`src/rtl/cdr_consts.svh`:
```
// Purpose: constants for the clock recovery control block
// Assumes: byte registers on a plain strobe port
// Notes: offsets are register indices on the local port
//
// Notes on behaviour
// - drift limit fraction set by two bits
// - detector lock window from two-bit field
// - idle bit times reset clock recovery
// - fast phase alignment when enable set
// - bit zero picks PLL or FFT detector
// - discrete rate loads oversample code from ROM
// - eight-bit loop filter coefficient, upper four bits drive loop
// - command 0X02 at 0X00 starts transmit
// - data rate by code or 16-bit word
// - on-off keying follows each data bit
// - 1010 correlation then immediate phase fix
// - idle timeout returns to wait, or to held without fast phase lock
`ifndef CDR_CONSTS_SVH
`define CDR_CONSTS_SVH
`define CDR_OFS_CMD       8'h00
`define CDR_OFS_OPT_A     8'h1F
`define CDR_OFS_OPT_B     8'h20
`define CDR_OFS_COEFF     8'h2C
`define CDR_OFS_RATE_SEL  8'h30
`define CDR_OFS_RATE_LO   8'h31
`define CDR_OFS_RATE_HI   8'h32
`define CDR_OFS_STATUS    8'h33
`define CDR_CMD_TX        8'h02
`define CDR_CMD_IDLE      8'h01
`define CDR_RST_OPT_A     8'h00
`define CDR_RST_OPT_B     8'h80
`define CDR_RST_COEFF     8'h00
`define CDR_RST_RATE      16'h0100
`define CDR_HOLD_BIT      7
`define CDR_OSR_MSB       3
`define CDR_PHASE_BITS    16
`define CDR_PATTERN       4'hA
`define CDR_IDLE_LONG     5'd16
`define CDR_IDLE_MID      5'd8
`define CDR_IDLE_SHORT    5'd4
`endif

```
`src/rtl/cdr_pkg.sv`:
```
// Purpose: types for the clock recovery control block
// Assumes: constants live in cdr_consts.svh
// Notes: option register fields as packed structs
package cdr_pkg;
  typedef struct packed {
    logic [1:0] rate_drift_limit;
    logic [1:0] detector_window_limit;
    logic [1:0] idle_watch;
    logic       quick_phase_lock_en;
    logic       fsk_detector_select;
  } cdr_opt_a_s;

  typedef struct packed {
    logic       recovery_hold;
    logic [2:0] unused;
    logic [3:0] oversample_rate;
  } cdr_opt_b_s;

  typedef enum logic [1:0] {
    CDR_HELD    = 2'b00,
    CDR_WAIT    = 2'b01,
    CDR_TRACK   = 2'b10
  } cdr_state_e;
endpackage

```
`src/rtl/cdr_ctrl.sv`:
```
// Purpose: clock recovery loop control and transmit command
// Assumes: rx_data_i synchronous, one sample per clock enable
// Notes: oversample tick from a divider set by oversample_rate
`timescale 1ns/1ps
`include "cdr_consts.svh"
module cdr_ctrl
  import cdr_pkg::*;
#(
  parameter int PHASE_BITS = `CDR_PHASE_BITS
)(
  input  wire logic       clk_i,        // 10 MHz clock
  input  wire logic       reset_i,      // async reset, high
  input  wire logic [7:0] addr_i,       // register index
  input  wire logic [7:0] wdata_i,      // write data
  input  wire logic       wr_i,         // write strobe
  input  wire logic       rd_i,         // read strobe
  input  wire logic       rx_data_i,    // sliced receive bit
  input  wire logic       tx_data_i,    // transmit data bit
  output logic      [7:0] rdata_o,      // read data, next cycle
  output logic            rec_clk_o,    // recovered bit clock
  output logic            rec_data_o,   // recovered data
  output logic            pll_det_o,    // PLL detector chosen
  output logic      [1:0] win_limit_o,  // detector lock window
  output logic            tx_active_o,  // transmit operation
  output logic            pa_on_o       // output driver enable
);

  // elaboration check: a narrower accumulator cannot hold the rate word
  // step with useful resolution, a wider one buys nothing
  if (PHASE_BITS < 12 || PHASE_BITS > 24)
  begin : g_bad_phase_bits
    $error("PHASE_BITS out of range");
  end

  cdr_opt_a_s       opt_a_q, opt_a_d;
  cdr_opt_b_s       opt_b_q, opt_b_d;
  logic       [7:0] coeff_q, coeff_d;
  logic       [3:0] rate_sel_q, rate_sel_d;
  logic      [15:0] rate_q, rate_d;
  logic             tx_q, tx_d;
  logic       [7:0] rdata_q, rdata_d;
  // loop state and recovered bit, read back through the status register
  cdr_state_e       state_q, state_d;
  logic             rec_data_q, rec_data_d;

  // ROM: oversample code for each discrete rate selector
  function automatic logic [3:0] osr_rom(input logic [3:0] sel);
    logic [3:0] r;
    r = 4'hB - ((sel > 4'hB) ? 4'hB : sel);
    return r;
  endfunction

  // drift limit as a right shift of the nominal step
  function automatic logic [2:0] drift_shift(input logic [1:0] f);
    return 3'h3 + {1'b0, f};
  endfunction

  // register writes and reads
  // reads answer one cycle later through rdata_q and fall back to zero,
  // so the command register and unmapped indices always read as zero;
  // a rate selector write also reloads oversample_rate from the ROM
  always_comb
  begin
    opt_a_d    = opt_a_q;
    opt_b_d    = opt_b_q;
    coeff_d    = coeff_q;
    rate_sel_d = rate_sel_q;
    rate_d     = rate_q;
    tx_d       = tx_q;
    rdata_d    = 8'h00;
    if (wr_i)
    begin
      unique case (addr_i)
        `CDR_OFS_CMD:
        begin
          if (wdata_i == `CDR_CMD_TX)
            tx_d = 1'b1;
          else if (wdata_i == `CDR_CMD_IDLE)
            tx_d = 1'b0;
        end
        `CDR_OFS_OPT_A: opt_a_d = cdr_opt_a_s'(wdata_i);
        `CDR_OFS_OPT_B:
        begin
          opt_b_d = cdr_opt_b_s'(wdata_i);
          opt_b_d.unused = 3'h0;
        end
        `CDR_OFS_COEFF: coeff_d = wdata_i;
        `CDR_OFS_RATE_SEL:
        begin
          rate_sel_d = wdata_i[3:0];
          opt_b_d.oversample_rate = osr_rom(wdata_i[3:0]);
        end
        `CDR_OFS_RATE_LO: rate_d[7:0] = wdata_i;
        `CDR_OFS_RATE_HI: rate_d[15:8] = wdata_i;
        default: ;
      endcase
    end
    if (rd_i)
    begin
      unique case (addr_i)
        `CDR_OFS_OPT_A:    rdata_d = opt_a_q;
        `CDR_OFS_OPT_B:    rdata_d = opt_b_q;
        `CDR_OFS_COEFF:    rdata_d = coeff_q;
        `CDR_OFS_RATE_SEL: rdata_d = {4'h0, rate_sel_q};
        `CDR_OFS_RATE_LO:  rdata_d = rate_q[7:0];
        `CDR_OFS_RATE_HI:  rdata_d = rate_q[15:8];
        `CDR_OFS_STATUS:   rdata_d = {4'h0, state_q, tx_q, rec_data_q};
        default:           rdata_d = 8'h00;
      endcase
    end
  end

  always_ff @(posedge clk_i or posedge reset_i)
  begin
    if (reset_i)
    begin
      opt_a_q    <= cdr_opt_a_s'(`CDR_RST_OPT_A);
      opt_b_q    <= cdr_opt_b_s'(`CDR_RST_OPT_B);
      coeff_q    <= `CDR_RST_COEFF;
      rate_sel_q <= 4'h0;
      rate_q     <= `CDR_RST_RATE;
      tx_q       <= 1'b0;
      rdata_q    <= 8'h00;
    end
    else
    begin
      opt_a_q    <= opt_a_d;
      opt_b_q    <= opt_b_d;
      coeff_q    <= coeff_d;
      rate_sel_q <= rate_sel_d;
      rate_q     <= rate_d;
      tx_q       <= tx_d;
      rdata_q    <= rdata_d;
    end
  end

  // oversample divider: code n ticks every 2**(11-n) clocks, codes above 11 every clock
  logic [11:0] os_cnt_q, os_cnt_d;
  logic        os_tick;
  logic [11:0] os_mask;
  assign os_mask = 12'((13'h1 << (4'hB - ((opt_b_q.oversample_rate > 4'hB)
                   ? 4'hB : opt_b_q.oversample_rate))) - 13'h1);
  assign os_tick = (os_cnt_q & os_mask) == 12'h000;

  always_comb
  begin
    os_cnt_d = os_cnt_q + 12'h001;
  end

  always_ff @(posedge clk_i or posedge reset_i)
  begin
    if (reset_i)
      os_cnt_q <= 12'h000;
    else
      os_cnt_q <= os_cnt_d;
  end

  // digital loop: phase accumulator with clamped step
  // the step starts at the rate word and is nudged on each input
  // transition; the clamp lets it pass the drift limit by at most one nudge so noise
  // between packets cannot walk the recovered clock away
  logic [PHASE_BITS-1:0]    phase_q, phase_d;
  logic [15:0]              step_q, step_d;
  logic [15:0]              step_nom, step_lim;
  logic signed [8:0]        integ_q, integ_d;
  logic [4:0]               idle_q, idle_d;
  logic [4:0]               idle_max;
  logic                     prev_q, prev_d;
  logic [3:0]               shreg_q, shreg_d;
  logic                     rec_clk_q, rec_clk_d;

  assign step_nom = rate_q;
  assign step_lim = step_nom >> drift_shift(opt_a_q.rate_drift_limit);

  // idle limit in bit times; zero turns the activity check off
  // idle is counted at phase wraps, so the limit is in whole bit times
  always_comb
  begin
    unique case (opt_a_q.idle_watch)
      2'b11: idle_max = `CDR_IDLE_LONG;
      2'b10: idle_max = `CDR_IDLE_MID;
      2'b01: idle_max = `CDR_IDLE_SHORT;
      2'b00: idle_max = 5'd0;
    endcase
  end

  // loop next state
  // hold overrides every state at the bottom, so a hold write always
  // lands in the held state on the second edge after the write strobe

  always_comb
  begin
    state_d    = state_q;
    phase_d    = phase_q;
    step_d     = step_q;
    integ_d    = integ_q;
    idle_d     = idle_q;
    prev_d     = prev_q;
    shreg_d    = shreg_q;
    rec_data_d = rec_data_q;
    rec_clk_d  = rec_clk_q;
    unique case (state_q)
      CDR_HELD:
      begin
        phase_d    = '0;
        step_d     = step_nom;
        integ_d    = '0;
        idle_d     = '0;
        // outputs of the loop stay quiet while it is held
        rec_clk_d  = 1'b0;
        rec_data_d = 1'b0;
        if (!opt_b_q.recovery_hold)
          state_d = opt_a_q.quick_phase_lock_en ? CDR_WAIT : CDR_TRACK;
      end
      CDR_WAIT:
      begin
        if (os_tick)
        begin
          prev_d = rx_data_i;
          if (rx_data_i != prev_q)
          begin
            shreg_d = {shreg_q[2:0], rx_data_i};
            if ({shreg_q[2:0], rx_data_i} == `CDR_PATTERN)
            begin
              phase_d = PHASE_BITS'(1) << (PHASE_BITS - 1);
              state_d = CDR_TRACK;
            end
          end
        end
      end
      CDR_TRACK:
      begin
        if (os_tick)
        begin
          phase_d = phase_q + PHASE_BITS'(step_q);
          integ_d = integ_q + (rx_data_i ? 9'sd1 : -9'sd1);
          prev_d  = rx_data_i;
          if (rx_data_i != prev_q)
          begin
            idle_d = '0;
            if (phase_q[PHASE_BITS-1] && step_q > step_nom - step_lim)
              step_d = step_q - {12'h000, coeff_q[7:4]} - 16'h1;
            else if (!phase_q[PHASE_BITS-1] && step_q < step_nom + step_lim)
              step_d = step_q + {12'h000, coeff_q[7:4]} + 16'h1;
          end
          if (phase_d < phase_q)
          begin
            rec_data_d = !integ_q[8];
            integ_d    = '0;
            if (rx_data_i == prev_q)
              idle_d = idle_q + 5'd1;
          end
          rec_clk_d = phase_d[PHASE_BITS-1];
          if (idle_max != 5'd0 && idle_q >= idle_max)
          begin
            idle_d  = '0;
            shreg_d = '0;
            state_d = opt_a_q.quick_phase_lock_en ? CDR_WAIT : CDR_HELD;
          end
        end
      end
      default: state_d = CDR_HELD;
    endcase
    if (opt_b_q.recovery_hold)
      state_d = CDR_HELD;
  end

  always_ff @(posedge clk_i or posedge reset_i)
  begin
    if (reset_i)
    begin
      state_q    <= CDR_HELD;
      phase_q    <= '0;
      step_q     <= `CDR_RST_RATE;
      integ_q    <= '0;
      idle_q     <= '0;
      prev_q     <= 1'b0;
      shreg_q    <= 4'h0;
      rec_data_q <= 1'b0;
      rec_clk_q  <= 1'b0;
    end
    else
    begin
      state_q    <= state_d;
      phase_q    <= phase_d;
      step_q     <= step_d;
      integ_q    <= integ_d;
      idle_q     <= idle_d;
      prev_q     <= prev_d;
      shreg_q    <= shreg_d;
      rec_data_q <= rec_data_d;
      rec_clk_q  <= rec_clk_d;
    end
  end

  // registered outputs; detector choice and window passed on
  // one cycle later than the option register, so every top output
  // comes straight from a flip-flop
  logic       pll_q, pa_q;
  logic [1:0] win_q;
  always_ff @(posedge clk_i or posedge reset_i)
  begin
    if (reset_i)
    begin
      pll_q <= 1'b0;
      win_q <= 2'b00;
      pa_q  <= 1'b0;
    end
    else
    begin
      pll_q <= opt_a_q.fsk_detector_select;
      win_q <= opt_a_q.detector_window_limit;
      pa_q  <= tx_q & tx_data_i;
    end
  end

  assign rdata_o     = rdata_q;
  assign rec_clk_o   = rec_clk_q;
  assign rec_data_o  = rec_data_q;
  assign pll_det_o   = pll_q;
  assign win_limit_o = win_q;
  assign tx_active_o = tx_q;
  assign pa_on_o     = pa_q;
endmodule

```
`config.mk`:
```
export PLATFORM = sky130hd
export DESIGN_NAME = cdr_ctrl
export DESIGN_NICKNAME = d
export VERILOG_FILES = /design/src/rtl/cdr_pkg.sv /design/src/rtl/cdr_ctrl.sv
export VERILOG_INCLUDE_DIRS = /design/src /design/src/rtl
export SDC_FILE = /design/constraint.sdc
export NUM_CORES = 1
export LEC_CHECK = 0
export BUFFER_PORTS_ARGS = -buffer_cell sky130_fd_sc_hd__buf_2
export CAP_MARGIN = 15
export CORE_MARGIN = 2
export CORE_UTILIZATION = 41
export CTS_BUF_LIST = sky130_fd_sc_hd__clkbuf_8
export DETAILED_ROUTE_END_ITERATION = 12
export PLACE_DENSITY_LB_ADDON = 0.25
export SETUP_SLACK_MARGIN = 0.4
export SKIP_LAST_GASP = 1
export SLEW_MARGIN = 20
export SYNTH_ARGS = -nofsm -noshare
export SYNTH_HDL_FRONTEND = slang
export SYNTH_SLANG_ARGS = --single-unit
```
`constraint.sdc`:
```
create_clock -name clk_i -period 7.6 [get_ports clk_i]
set_input_delay 0.76 -clock clk_i [delete_from_list [all_inputs] [get_ports clk_i]]
set_output_delay 0.76 -clock clk_i [all_outputs]
set_load 0.02 [all_outputs]
```
==> results of run 1 <==
-- per-layer routing --
layer | GRT usage, % | share of wire, % | up-vias
met2 | 33.2 | 47 | 174
met1 | 27.5 | 47 | 3963
met3 | 2.94 | 4.7 | 35
met5 | 0 | 0 | -
met4 | 5.91 | 2.1 | 0
li1 | - | - | 4080
-- cell type report --
class | count | area share, %
multi-input cells | 872 | 60.4
repair buffers | 41 | 2.03
flip-flops and latches | 119 | 27.8
inverters | 77 | 2.72
well taps | 319 | 3.72
clock inverters | 15 | 1.11
clock buffers | 17 | 2.18
-- power breakdown --
part / internal, W / switching (W) / total (W)
registers: 0.000725 / 0.000182 / 0.000907
logic: 0.000661 / 0.000978 / 0.00164
clock network: 0.000231 / 0.000304 / 0.000534
-- layout by cell type, fill, tap and decap left out, drive strengths merged, types with 41 or more instances in the layout --
cell type	count
buf	41
mux2	52
ha	112
a21oi	67
nor2	61
inv	82
o21ai	69
xnor2	48
dfrtp	116
nand2	90
-- final timing paths --
| check | endpoint | slack (ns) | depth (start not counted) |
|---|---|---|---|
| worst max-delay path | step_q[7] | 1.20 | 21 |
| worst min-delay path | pll_det_o | 0.41 | 0 |
| worst max register to register | step_q[7] | 1.20 | 21 |
| worst min register to register | pll_det_o | 0.41 | 0 |
| max in group asynchronous | os_cnt_q[1] | 5.87 | 3 |
| min in group asynchronous | integ_q[3] | 0.44 | 2 |
-- flip-flops by register name, summed over array words and instances, names as in the netlist, 3 cells and up --
signal,cells
coeff_q,8
idle_q,5
integ_q,9
opt_a_q,8
opt_b_q,5
os_cnt_q,11
phase_q,16
rate_q,16
rate_sel_q,4
rdata_o,8
shreg_q,3
step_q,16
-- cells in the mapped netlist (4+ instances only) --
| cell type | instances | share of area [%] |
|---|---|---|
| a222oi_1 | 4 | 0.40 |
| xor2_1 | 18 | 1.6 |
| nand2_1 | 90 | 3.4 |
| o31ai_1 | 5 | 0.38 |
| a211o_1 | 5 | 0.44 |
| buf_1 | 5 | 0.19 |
| nor2b_1 | 25 | 1.6 |
| mux2i_1 | 19 | 1.9 |
| o211ai_1 | 12 | 0.91 |
| nand2b_1 | 10 | 0.63 |
| o21ai_0 | 66 | 3.3 |
| o22ai_1 | 6 | 0.38 |
| a22oi_1 | 7 | 0.53 |
| a221oi_1 | 6 | 0.53 |
| a21o_1 | 14 | 1.1 |
| a21oi_1 | 67 | 3.4 |
| clkbuf_1 | 38 | 1.4 |
| a31oi_1 | 12 | 0.76 |
| inv_1 | 76 | 2.9 |
| nor3_1 | 34 | 1.7 |
| a211oi_1 | 12 | 0.91 |
| a2111oi_2 | 7 | 1.1 |
| dfrtp_1 | 116 | 29 |
| nand4_1 | 10 | 0.63 |
| and4_1 | 6 | 0.53 |
| and2_1 | 8 | 0.51 |
| or2_2 | 11 | 0.70 |
| or3_1 | 5 | 0.32 |
| o2111ai_1 | 5 | 0.44 |
| fa_1 | 6 | 1.2 |
| xnor2_1 | 48 | 4.2 |
| o21bai_1 | 8 | 0.61 |
| and3_1 | 15 | 0.95 |
| nor2_1 | 61 | 2.3 |
| ha_1 | 112 | 14 |
| mux2_2 | 52 | 5.9 |
| o21a_1 | 10 | 0.76 |
| nand3_1 | 40 | 2.0 |
-- through the flow --
step / cells / setup WS (ns) / hold slack [ns] / total power (W)
after global placement: 1428 / 1.49 / 0.398 / 0.00251
after floorplan: 1112 / 1.85 / 0.370 / 0.00212
final: 1460 / 1.20 / 0.406 / 0.00308
after detailed placement: 1428 / 1.33 / 0.393 / 0.00254
after global routing: 1460 / 0.681 / 0.434 / 0.00336
after CTS: 1460 / 1.30 / 0.416 / 0.00308
-- cell families (layout without fill, tap and decap cells) --
group           Yosys count  count (layout)  share of synthesized area, %
flops                   119             119                          30.1
mux                      71              71                          7.84
xor+xnor                 66              66                          5.84
fa+ha+maj               118             118                          15.4
simple gates            336             336                          17.0
compound gates          281             281                          19.2
buf+inv                 121             150                          4.60
-- worst reg2reg max path, stage by stage, from the launching register on --
cell      delay, ns
dfrtp_1        0.74
mux2_2         0.41
or2_2          0.27
o21ai_0        0.12
ha_1           0.37
a21o_1         0.22
a21oi_1        0.28
o211ai_1       0.17
and3_1         0.19
o21a_1         0.18
o21ai_0        0.27
a31oi_1        0.15
xor2_1         0.16
ha_1           0.31
nand4_1        0.13
or4_1          0.60
a21oi_1        0.29
a2111o_1       0.33
a211oi_4       0.19
nor2_1         0.42
o21ai_0        0.19
a211o_1        0.32
==> metrics.md, run 1 <==
| Metric | Value |
|---|---|
| Status | completed |
| Sinks on Clock Net | 119 |
| Synthesized area | 0.00990 sq mm |
| WL final | 25,400 microns |
| Pre-antenna DRT Iters | 5 |
| Max-Cap Viols | 0 |
| Number of synthesized flops with an enable pin | 0 |
| Rel. slew slack | 38.5% |
| P&R area growth vs syn | 8.27% |
| CP Max Fanout | 16 |
| Leak Pwr | 4.88 nW |
| # setup viols final | 0 |
| Congestion Overflow GR | 0 |
| CP Launch Point | opt_a_q[6] |
| Post-route core utilization | 45.4% |
| Setup Buffers After CTS | 0 |
| Syn nets | 1,252 |
| Global-route wire length before repair | 41,700 microns |
| GRT Util Overall | 20.2% |
| Max Root-Sink Buffers | 2 |
| Worst r2r src | opt_a_q[6] |
| Total number of vias | 8,252 |
| TritonCTS clock tree | done |
| Vias in the first global route | 7,978 |
| Routed len/inst | 17.4 microns |
| Primary FF master, synth | dfrtp_1 |
| Clock root buffer | clkbuf_8 |
| Worst vdd ir | 0.000126 V |
| CTS clk-pin slew, worst paths | 0.08 ns |
| Sequential area share after synthesis | 30.1% |
| Critical path, cell by cell | mux2_2 -> or2_2 -> o21ai_0 -> ha_1 -> a21o_1 -> a21oi_1 -> o211ai_1 -> and3_1 -> o21a_1 -> o21ai_0 -> a31oi_1 -> xor2_1 -> ha_1 -> nand4_1 -> or4_1 -> a21oi_1 -> a2111o_1 -> a211oi_4 -> nor2_1 -> o21ai_0 -> a211o_1 |
| Gpl congestion | 0.865 |
| CP required | 7.94 ns |
| Clk_skew | 0.0165 ns |
| Crit-path leading delay family | compound AO/OA/AOI/OAI gates |
| Synthesized flop and latch total | 119 |
| Initial antenna violation count | 0 |
| Number of diodes | 0 |
| CP max stage delay | 0.74 ns |
| Die width | 159 microns |
| Initial Util | 41.9% |
| Post-CTS Hold Fix Bufs | 0 |
| Unrepaired setup endpoints after global routing | no |
| Reg area | 0.00298 sq mm |
| Row count | 56 |
| DR DRC count | 0 |
| Share of layout cells above drive strength 1 | 13.3% |
| Dpl hpwl | 18,700 microns |
| H-tree depth | 4 |
| PostCTS Resize Cnt | 0 |
| CP Capture Type | flip-flop |
| Synth Warn # | 0 |
| Final hold vios | 0 |
| Fin crit period | 6.40 ns |
| Post-synthesis cell count | 1,112 |
| DR vias/cell | 5.65 |
| Tcrit/Tclk final | 84.2% |
| Avg Cell Area, Syn | 8.90 sq um |
| Clk_lat worst skew | 0.46 ns |
| Slew @ Worst Pin | 0.922 ns |
| Maximum number of pins on one net before global-route repair | 66 |
| Peak Freq | 156 MHz |
| Power Density | 288 mW/mm^2 |
| Post-synth ARST share | 100% |
| Cts bufs inserted | 17 |
| Post-DRT Antenna Nets | 0 |
| Crit path DAT | 6.74 ns |
| Nets | 1,268 |
| Ports | 37 |
| Core Area | 0.0236 sq mm |
| HP Start | opt_a_q[0] |
| Area of the multi-input gates | 0.00647 sq mm |
| Iter 0 DRT Violations | 597 |
| Die Y | 159 microns |
| IO buf count | 36 |
| Setup TNS | 0 ns |
| Setup CP Type | flip-flop to flip-flop |
| Startpoint types | flip-flop |
| Placed inst area | 0.0104 sq mm |
| Slowest cell on crit path | dfrtp_1 |
| Hold Crit Class | flip-flop to flip-flop |
| Design area | 0.0107 sq mm |
| Most used cell, CP | o21ai_0 |
| Buf/Inv on CP | 0 |
| Final slew viol count | 0 |
| Fill cell count | 2,363 |
| Full die area | 0.0254 sq mm |
| Distinct cells, synth | 72 |
Power figures use the tool's default switching activity.
==> run 2: changes to the inputs <==
==> constraint.sdc (replaced) <==
create_clock -name clk_i -period 5.8 [get_ports clk_i]
set_input_delay 0.58 -clock clk_i [delete_from_list [all_inputs] [get_ports clk_i]]
set_output_delay 0.58 -clock clk_i [all_outputs]
set_load 0.02 [all_outputs]
==> metrics.md, run 2 (synthesized netlist as in run 1, its figures left out) <==
| Metric | Value |
|---|---|
| Core Area | 0.0236 sq mm |
| Initial Util | 41.9% |
| H-tree depth | 4 |
| Clock root buffer | clkbuf_8 |
| Share of layout cells above drive strength 1 | 18.7% |
| Power Density | 393 mW/mm^2 |
| Iter 0 DRT Violations | 543 |
| Global-route wire length before repair | 42,300 microns |
| Row count | 56 |
| CTS clk-pin slew, worst paths | 0.08 ns |
| Fin crit period | 5.23 ns |
| Post-CTS Hold Fix Bufs | 0 |
| Setup CP Type | flip-flop to flip-flop |
| WL final | 26,000 microns |
| GRT Util Overall | 20.5% |
| Gpl congestion | 0.847 |
| Cts bufs inserted | 17 |
| CP required | 6.10 ns |
| Die Y | 159 microns |
| CP Capture Type | flip-flop |
| Most frequent cells in the layout | dfrtp_1 (113), ha_1 (110), nand2_1 (89) |
| Congestion Overflow GR | 0 |
| Worst vdd ir | 0.000170 V |
| Vias in the first global route | 7,971 |
| Startpoint types | flip-flop |
| Max Root-Sink Buffers | 2 |
| Die width | 159 microns |
| Dpl hpwl | 18,900 microns |
| # setup viols final | 0 |
| Full die area | 0.0254 sq mm |
| IO buf count | 36 |
| Most common cell after layout, fill and taps aside | dfrtp_1 |
| Unrepaired setup endpoints after global routing | yes |
| Area of the multi-input gates | 0.00667 sq mm |
| Largest regs | phase_q (16), rate_q (16), step_q (16) |
| P&R area growth vs syn | 13.8% |
| Nets | 1,305 |
| GR Util met3 | 3.28% |
| Crit path DAT | 5.54 ns |
| Post-DRT Antenna Nets | 0 |
| Routed len/inst | 17.4 microns |
| Maximum number of pins on one net before global-route repair | 71 |
| DR DRC count | 0 |
| Reg area | 0.00299 sq mm |
| TritonCTS clock tree | done |
| Final hold vios | 0 |
| Initial antenna violation count | 0 |
| Hold Crit Class | input pin to async pin |
| Busiest grt layer | met2 |
| Critical path, cell by cell | buf_6 -> mux2i_1 -> o21ai_2 -> ha_2 -> inv_2 -> fa_2 -> a21o_1 -> a21oi_2 -> o211ai_1 -> and3_1 -> o21a_1 -> o21ai_2 -> a31oi_1 -> xor2_1 -> ha_1 -> nand4_1 -> or4_4 -> a21oi_4 -> a2111o_1 -> buf_4 -> nand4_1 -> a2111oi_2 -> xnor2_1 -> a21oi_1 |
| CP Max Fanout | 6 |
| Pre-antenna DRT Iters | 5 |
| Status | completed |
| Clk_skew | 0.0178 ns |
| Met2 Usage GRT | 33.2% |
| Final slew viol count | 0 |
| Worst hold slack | 0.330 ns |
| Peak Freq | 191 MHz |
| DR vias/cell | 5.61 |
| GR Util met1 | 28.2% |
| Number of diodes | 0 |
| Sinks on Clock Net | 119 |
| Slew @ Worst Pin | 1.11 ns |
| Fill cell count | 2,263 |
| Setup TNS | 0 ns |
| Max-Cap Viols | 0 |
| Rel. slew slack | 25.8% |
| Slowest cell on crit path | or4_4 |
| Ports | 37 |
| Tcrit/Tclk final | 90.3% |
| Total number of vias | 8,394 |
| CP max stage delay | 0.49 ns |
| Leak Pwr | 5.12 nW |
| Clk_lat worst skew | 0.45 ns |
==> run 2: changes by cell type in the layout (fill, tap and decap cells not counted), sizes merged <==
cell | previous run | this run
buf | 41 | 78
bufinv | 0 | 2
clkinv | 6 | 7
clkinvlp | 4 | 2
inv | 82 | 81
==> run 2: repair_timing <==
action / CTS / global route
pin swaps: 2 / 24
endpoints found under the setup margin: 16 / 16
gates cloned: 0 / 0
gates resized for setup: 15 / 40
buffers inserted: 9 / 9
==> run 2: power breakdown <==
group          internal, W  total (W)  switching [W]
Clock             0.000391   0.000786       0.000395
Combinational      0.00105    0.00246        0.00142
Sequential        0.000950    0.00118       0.000231
Total              0.00239    0.00443        0.00204
==> run 2: final cells by class <==
cell class | count | share of cell area (%)
clock buffers | 17 | 2.08
clock inverters | 15 | 1.49
inverters | 77 | 2.59
multi-input cells | 872 | 59.2
flip-flops and latches | 119 | 26.5
well taps | 319 | 3.54
repair buffers | 78 | 4.60
==> run 2: through the flow <==
step	util (%)	power (W)	area, sq um	setup slack, ns	std cells
CTS	46.8	0.00431	11000	0.423	1488
floorplan	-	0.00279	9910	0.403	1112
global route	47.7	0.00481	11300	0.267	1497
detailed placement	44.5	0.00339	10500	0.131	1447
finish	47.7	0.00443	11300	0.565	1497
global placement	44.5	0.00335	10500	0.220	1447
==> run 2: critical path: cells and delay by family (launching register included) <==
| kind | cells | cell delay, ns |
|---|---|---|
| AOI/OAI and AO/OA | 11 | 2.07 |
| and+or+nand+nor | 4 | 0.96 |
| adders and majority gates | 3 | 0.86 |
| DFF | 1 | 0.46 |
| buffers and inverters | 3 | 0.33 |
| xor gates and xnor gates | 2 | 0.31 |
| muxes | 1 | 0.12 |
==> run 2: path summary, 6_finish.rpt <==
path | from | end | slack (ns) | depth (start not counted)
worst max-delay path | opt_a_q[6] | step_q[12] | 0.57 | 24
worst min register to register | opt_a_q[0] | pll_det_o | 0.41 | 0
worst min-delay path | reset_i | integ_q[3] | 0.33 | 2
worst max register to register | opt_a_q[6] | step_q[12] | 0.57 | 24
max in group asynchronous | reset_i | rate_q[10] | 4.25 | 3
min in group clk_i | tx_data_i | pa_on_o | 0.34 | 2
==> run 2: metal layers <==
layer,up-vias,share of wire (%)
met1,4011,47
met5,-,0
met4,0,1.9
met3,33,4.4
met2,202,47
li1,4148,-
==> run 3: changes to the inputs <==
--- a/config.mk
+++ b/config.mk
@@ -15,7 +15,7 @@
 export PLACE_DENSITY_LB_ADDON = 0.25
 export SETUP_SLACK_MARGIN = 0.4
 export SKIP_LAST_GASP = 1
-export SLEW_MARGIN = 20
+export SLEW_MARGIN = 10
 export SYNTH_ARGS = -nofsm -noshare
 export SYNTH_HDL_FRONTEND = slang
 export SYNTH_SLANG_ARGS = --single-unit
==> constraint.sdc (replaced) <==
create_clock -name clk_i -period 6.65 [get_ports clk_i]
set_input_delay 0.665 -clock clk_i [delete_from_list [all_inputs] [get_ports clk_i]]
set_output_delay 0.665 -clock clk_i [all_outputs]
set_load 0.02 [all_outputs]
==> metrics.md, run 3 (synthesized netlist as in run 1, its figures left out) <==
| Metric | Value |
|---|---|
| Setup TNS | 0 ns |
| Max-Cap Viols | 0 |
| Slew @ Worst Pin | 0.903 ns |
| TritonCTS clock tree | done |
| Final slew viol count | 0 |
| Worst r2r src | rate_q[7] |
| Pre-antenna DRT Iters | 5 |
| Status | completed |
| Worst hold slack | 0.304 ns |
| Die Y | 159 microns |
| Finished Layout Cells | 1,468 |
| Fill cell count | 2,319 |
| Ports | 37 |
| Startpoint types | flip-flop |
| H-tree depth | 4 |
| DP Cell Count | 1,433 |
| Post-DRT Antenna Nets | 0 |
| WL final | 25,300 microns |
| Routed len/inst | 17.2 microns |
| Tcrit/Tclk final | 87.6% |
| Dpl hpwl | 18,800 microns |
| Leak Pwr | 4.98 nW |
| Cts bufs inserted | 17 |
| Largest regs | phase_q (16), rate_q (16), step_q (16) |
| CP Capture Type | flip-flop |
| Share of layout cells above drive strength 1 | 14.8% |
| Vias in the first global route | 7,811 |
| Full die area | 0.0254 sq mm |
| CP Max Fanout | 12 |
| Clk_skew | 0.0189 ns |
| # setup viols final | 0 |
| Post-CTS Hold Fix Bufs | 0 |
| Reg2Reg Depth | 21 |
| Initial antenna violation count | 0 |
| Gpl congestion | 0.860 |
| Initial Util | 41.9% |
| Reg2reg end | step_q[4] |
| Crit path DAT | 6.16 ns |
| Fin crit period | 5.82 ns |
| Hold Crit Class | input pin to async pin |
| Total number of vias | 8,267 |
| Clk_lat worst skew | 0.47 ns |
| Iter 0 DRT Violations | 552 |
| Row count | 56 |
| Peak Freq | 172 MHz |
| Worst vdd ir | 0.000146 V |
| Power Density | 341 mW/mm^2 |
| Clock root buffer | clkbuf_8 |
| Unrepaired setup endpoints after global routing | no |
| Final hold vios | 0 |
| GRT Util Overall | 20.1% |
| Global-route wire length before repair | 41,300 microns |
| Nets | 1,276 |
| Rel. slew slack | 39.6% |
| Number of diodes | 0 |
| Max Root-Sink Buffers | 2 |
| CP required | 6.99 ns |
| DR vias/cell | 5.63 |
| Die width | 159 microns |
| Setup CP Type | flip-flop to flip-flop |
| Congestion Overflow GR | 0 |
| IO buf count | 36 |
| Maximum number of pins on one net before global-route repair | 66 |
| P&R area growth vs syn | 10.1% |
| CTS clk-pin slew, worst paths | 0.09 ns |
| Most frequent cells in the layout | ha_1 (112), dfrtp_1 (112), nand2_1 (89) |
| DR DRC count | 0 |
| Sinks on Clock Net | 119 |
| Core Area | 0.0236 sq mm |
| FF-to-FF setup slack | 0.83 ns |
-- run 3: layout make-up --
| type | instances | area, sq um | share of cell area [%] |
|---|---|---|---|
| clock buffer | 17 | 234 | 2.15 |
| clock inverter | 15 | 215 | 1.97 |
| inverter | 77 | 292 | 2.67 |
| multi-input combinational | 872 | 6490 | 59.6 |
| sequential | 119 | 2990 | 27.4 |
| tap | 319 | 399 | 3.66 |
| timing repair buffer | 49 | 278 | 2.55 |
-- run 3: worst max-delay path: stages (launching register included) --
cell      delay, ns
dfrtp_1        0.55
mux2_2         0.34
or2_2          0.26
o21ai_0        0.12
ha_1           0.37
a21o_1         0.22
a21oi_1        0.27
o211ai_1       0.16
and3_1         0.19
o21a_1         0.18
o21ai_1        0.19
a31oi_1        0.12
xor2_1         0.16
ha_1           0.31
nand4_1        0.13
or4_1          0.63
a21oi_2        0.23
a2111o_1       0.30
nand2_2        0.24
mux2_2         0.34
a311oi_1       0.28
nor3b_1        0.09
-- run 3: report_power, final --
part | internal (W) | switching (W)
clock | 0.000419 | 0.000352
combinational | 0.000781 | 0.00113
sequential | 0.000829 | 0.000205
-- run 3: metal layers --
metal	track usage, %	share of wire, %	up-vias
li1	-	-	4101
met1	27.7	47	3914
met2	32.6	46	214
met3	3.02	4.6	38
met4	6.12	2.1	0
met5	0	0	-
-- run 3: how the worst max path moves through the flow --
stage          cells after the start       start  slack, ns         to
2_1_floorplan                     23  opt_a_q[6]       0.90  step_q[7]
3_3_place_gp                      20  opt_a_q[6]       0.55  step_q[7]
3_5_place_dp                      21  opt_a_q[6]       0.39  step_q[4]
4_1_cts                           21  opt_a_q[7]       0.53  step_q[4]
5_1_grt                           21   rate_q[7]       0.47  step_q[4]
6_report                          21   rate_q[7]       0.83  step_q[4]
-- run 3: per-stage QoR --
step	cell area, sq um	utilization, %	worst slack [ns]	total power (W)
2_1_floorplan	9900	-	0.896	0.00242
3_3_place_gp	10400	44.0	0.546	0.00288
3_5_place_dp	10400	44.0	0.392	0.00291
6_report	10900	46.2	0.828	0.00372
5_1_grt	10900	46.2	0.467	0.00405
4_1_cts	10800	45.9	0.528	0.00369
-- run 3: timing repair --
| item | in CTS | in global routing |
|---|---|---|
| setup buffers | 0 | 3 |
| pin swaps | 0 | 1 |
| resized for setup | 1 | 12 |
| endpoints found under the setup margin | 1 | 16 |
| endpoints found under the hold margin | 0 | 0 |
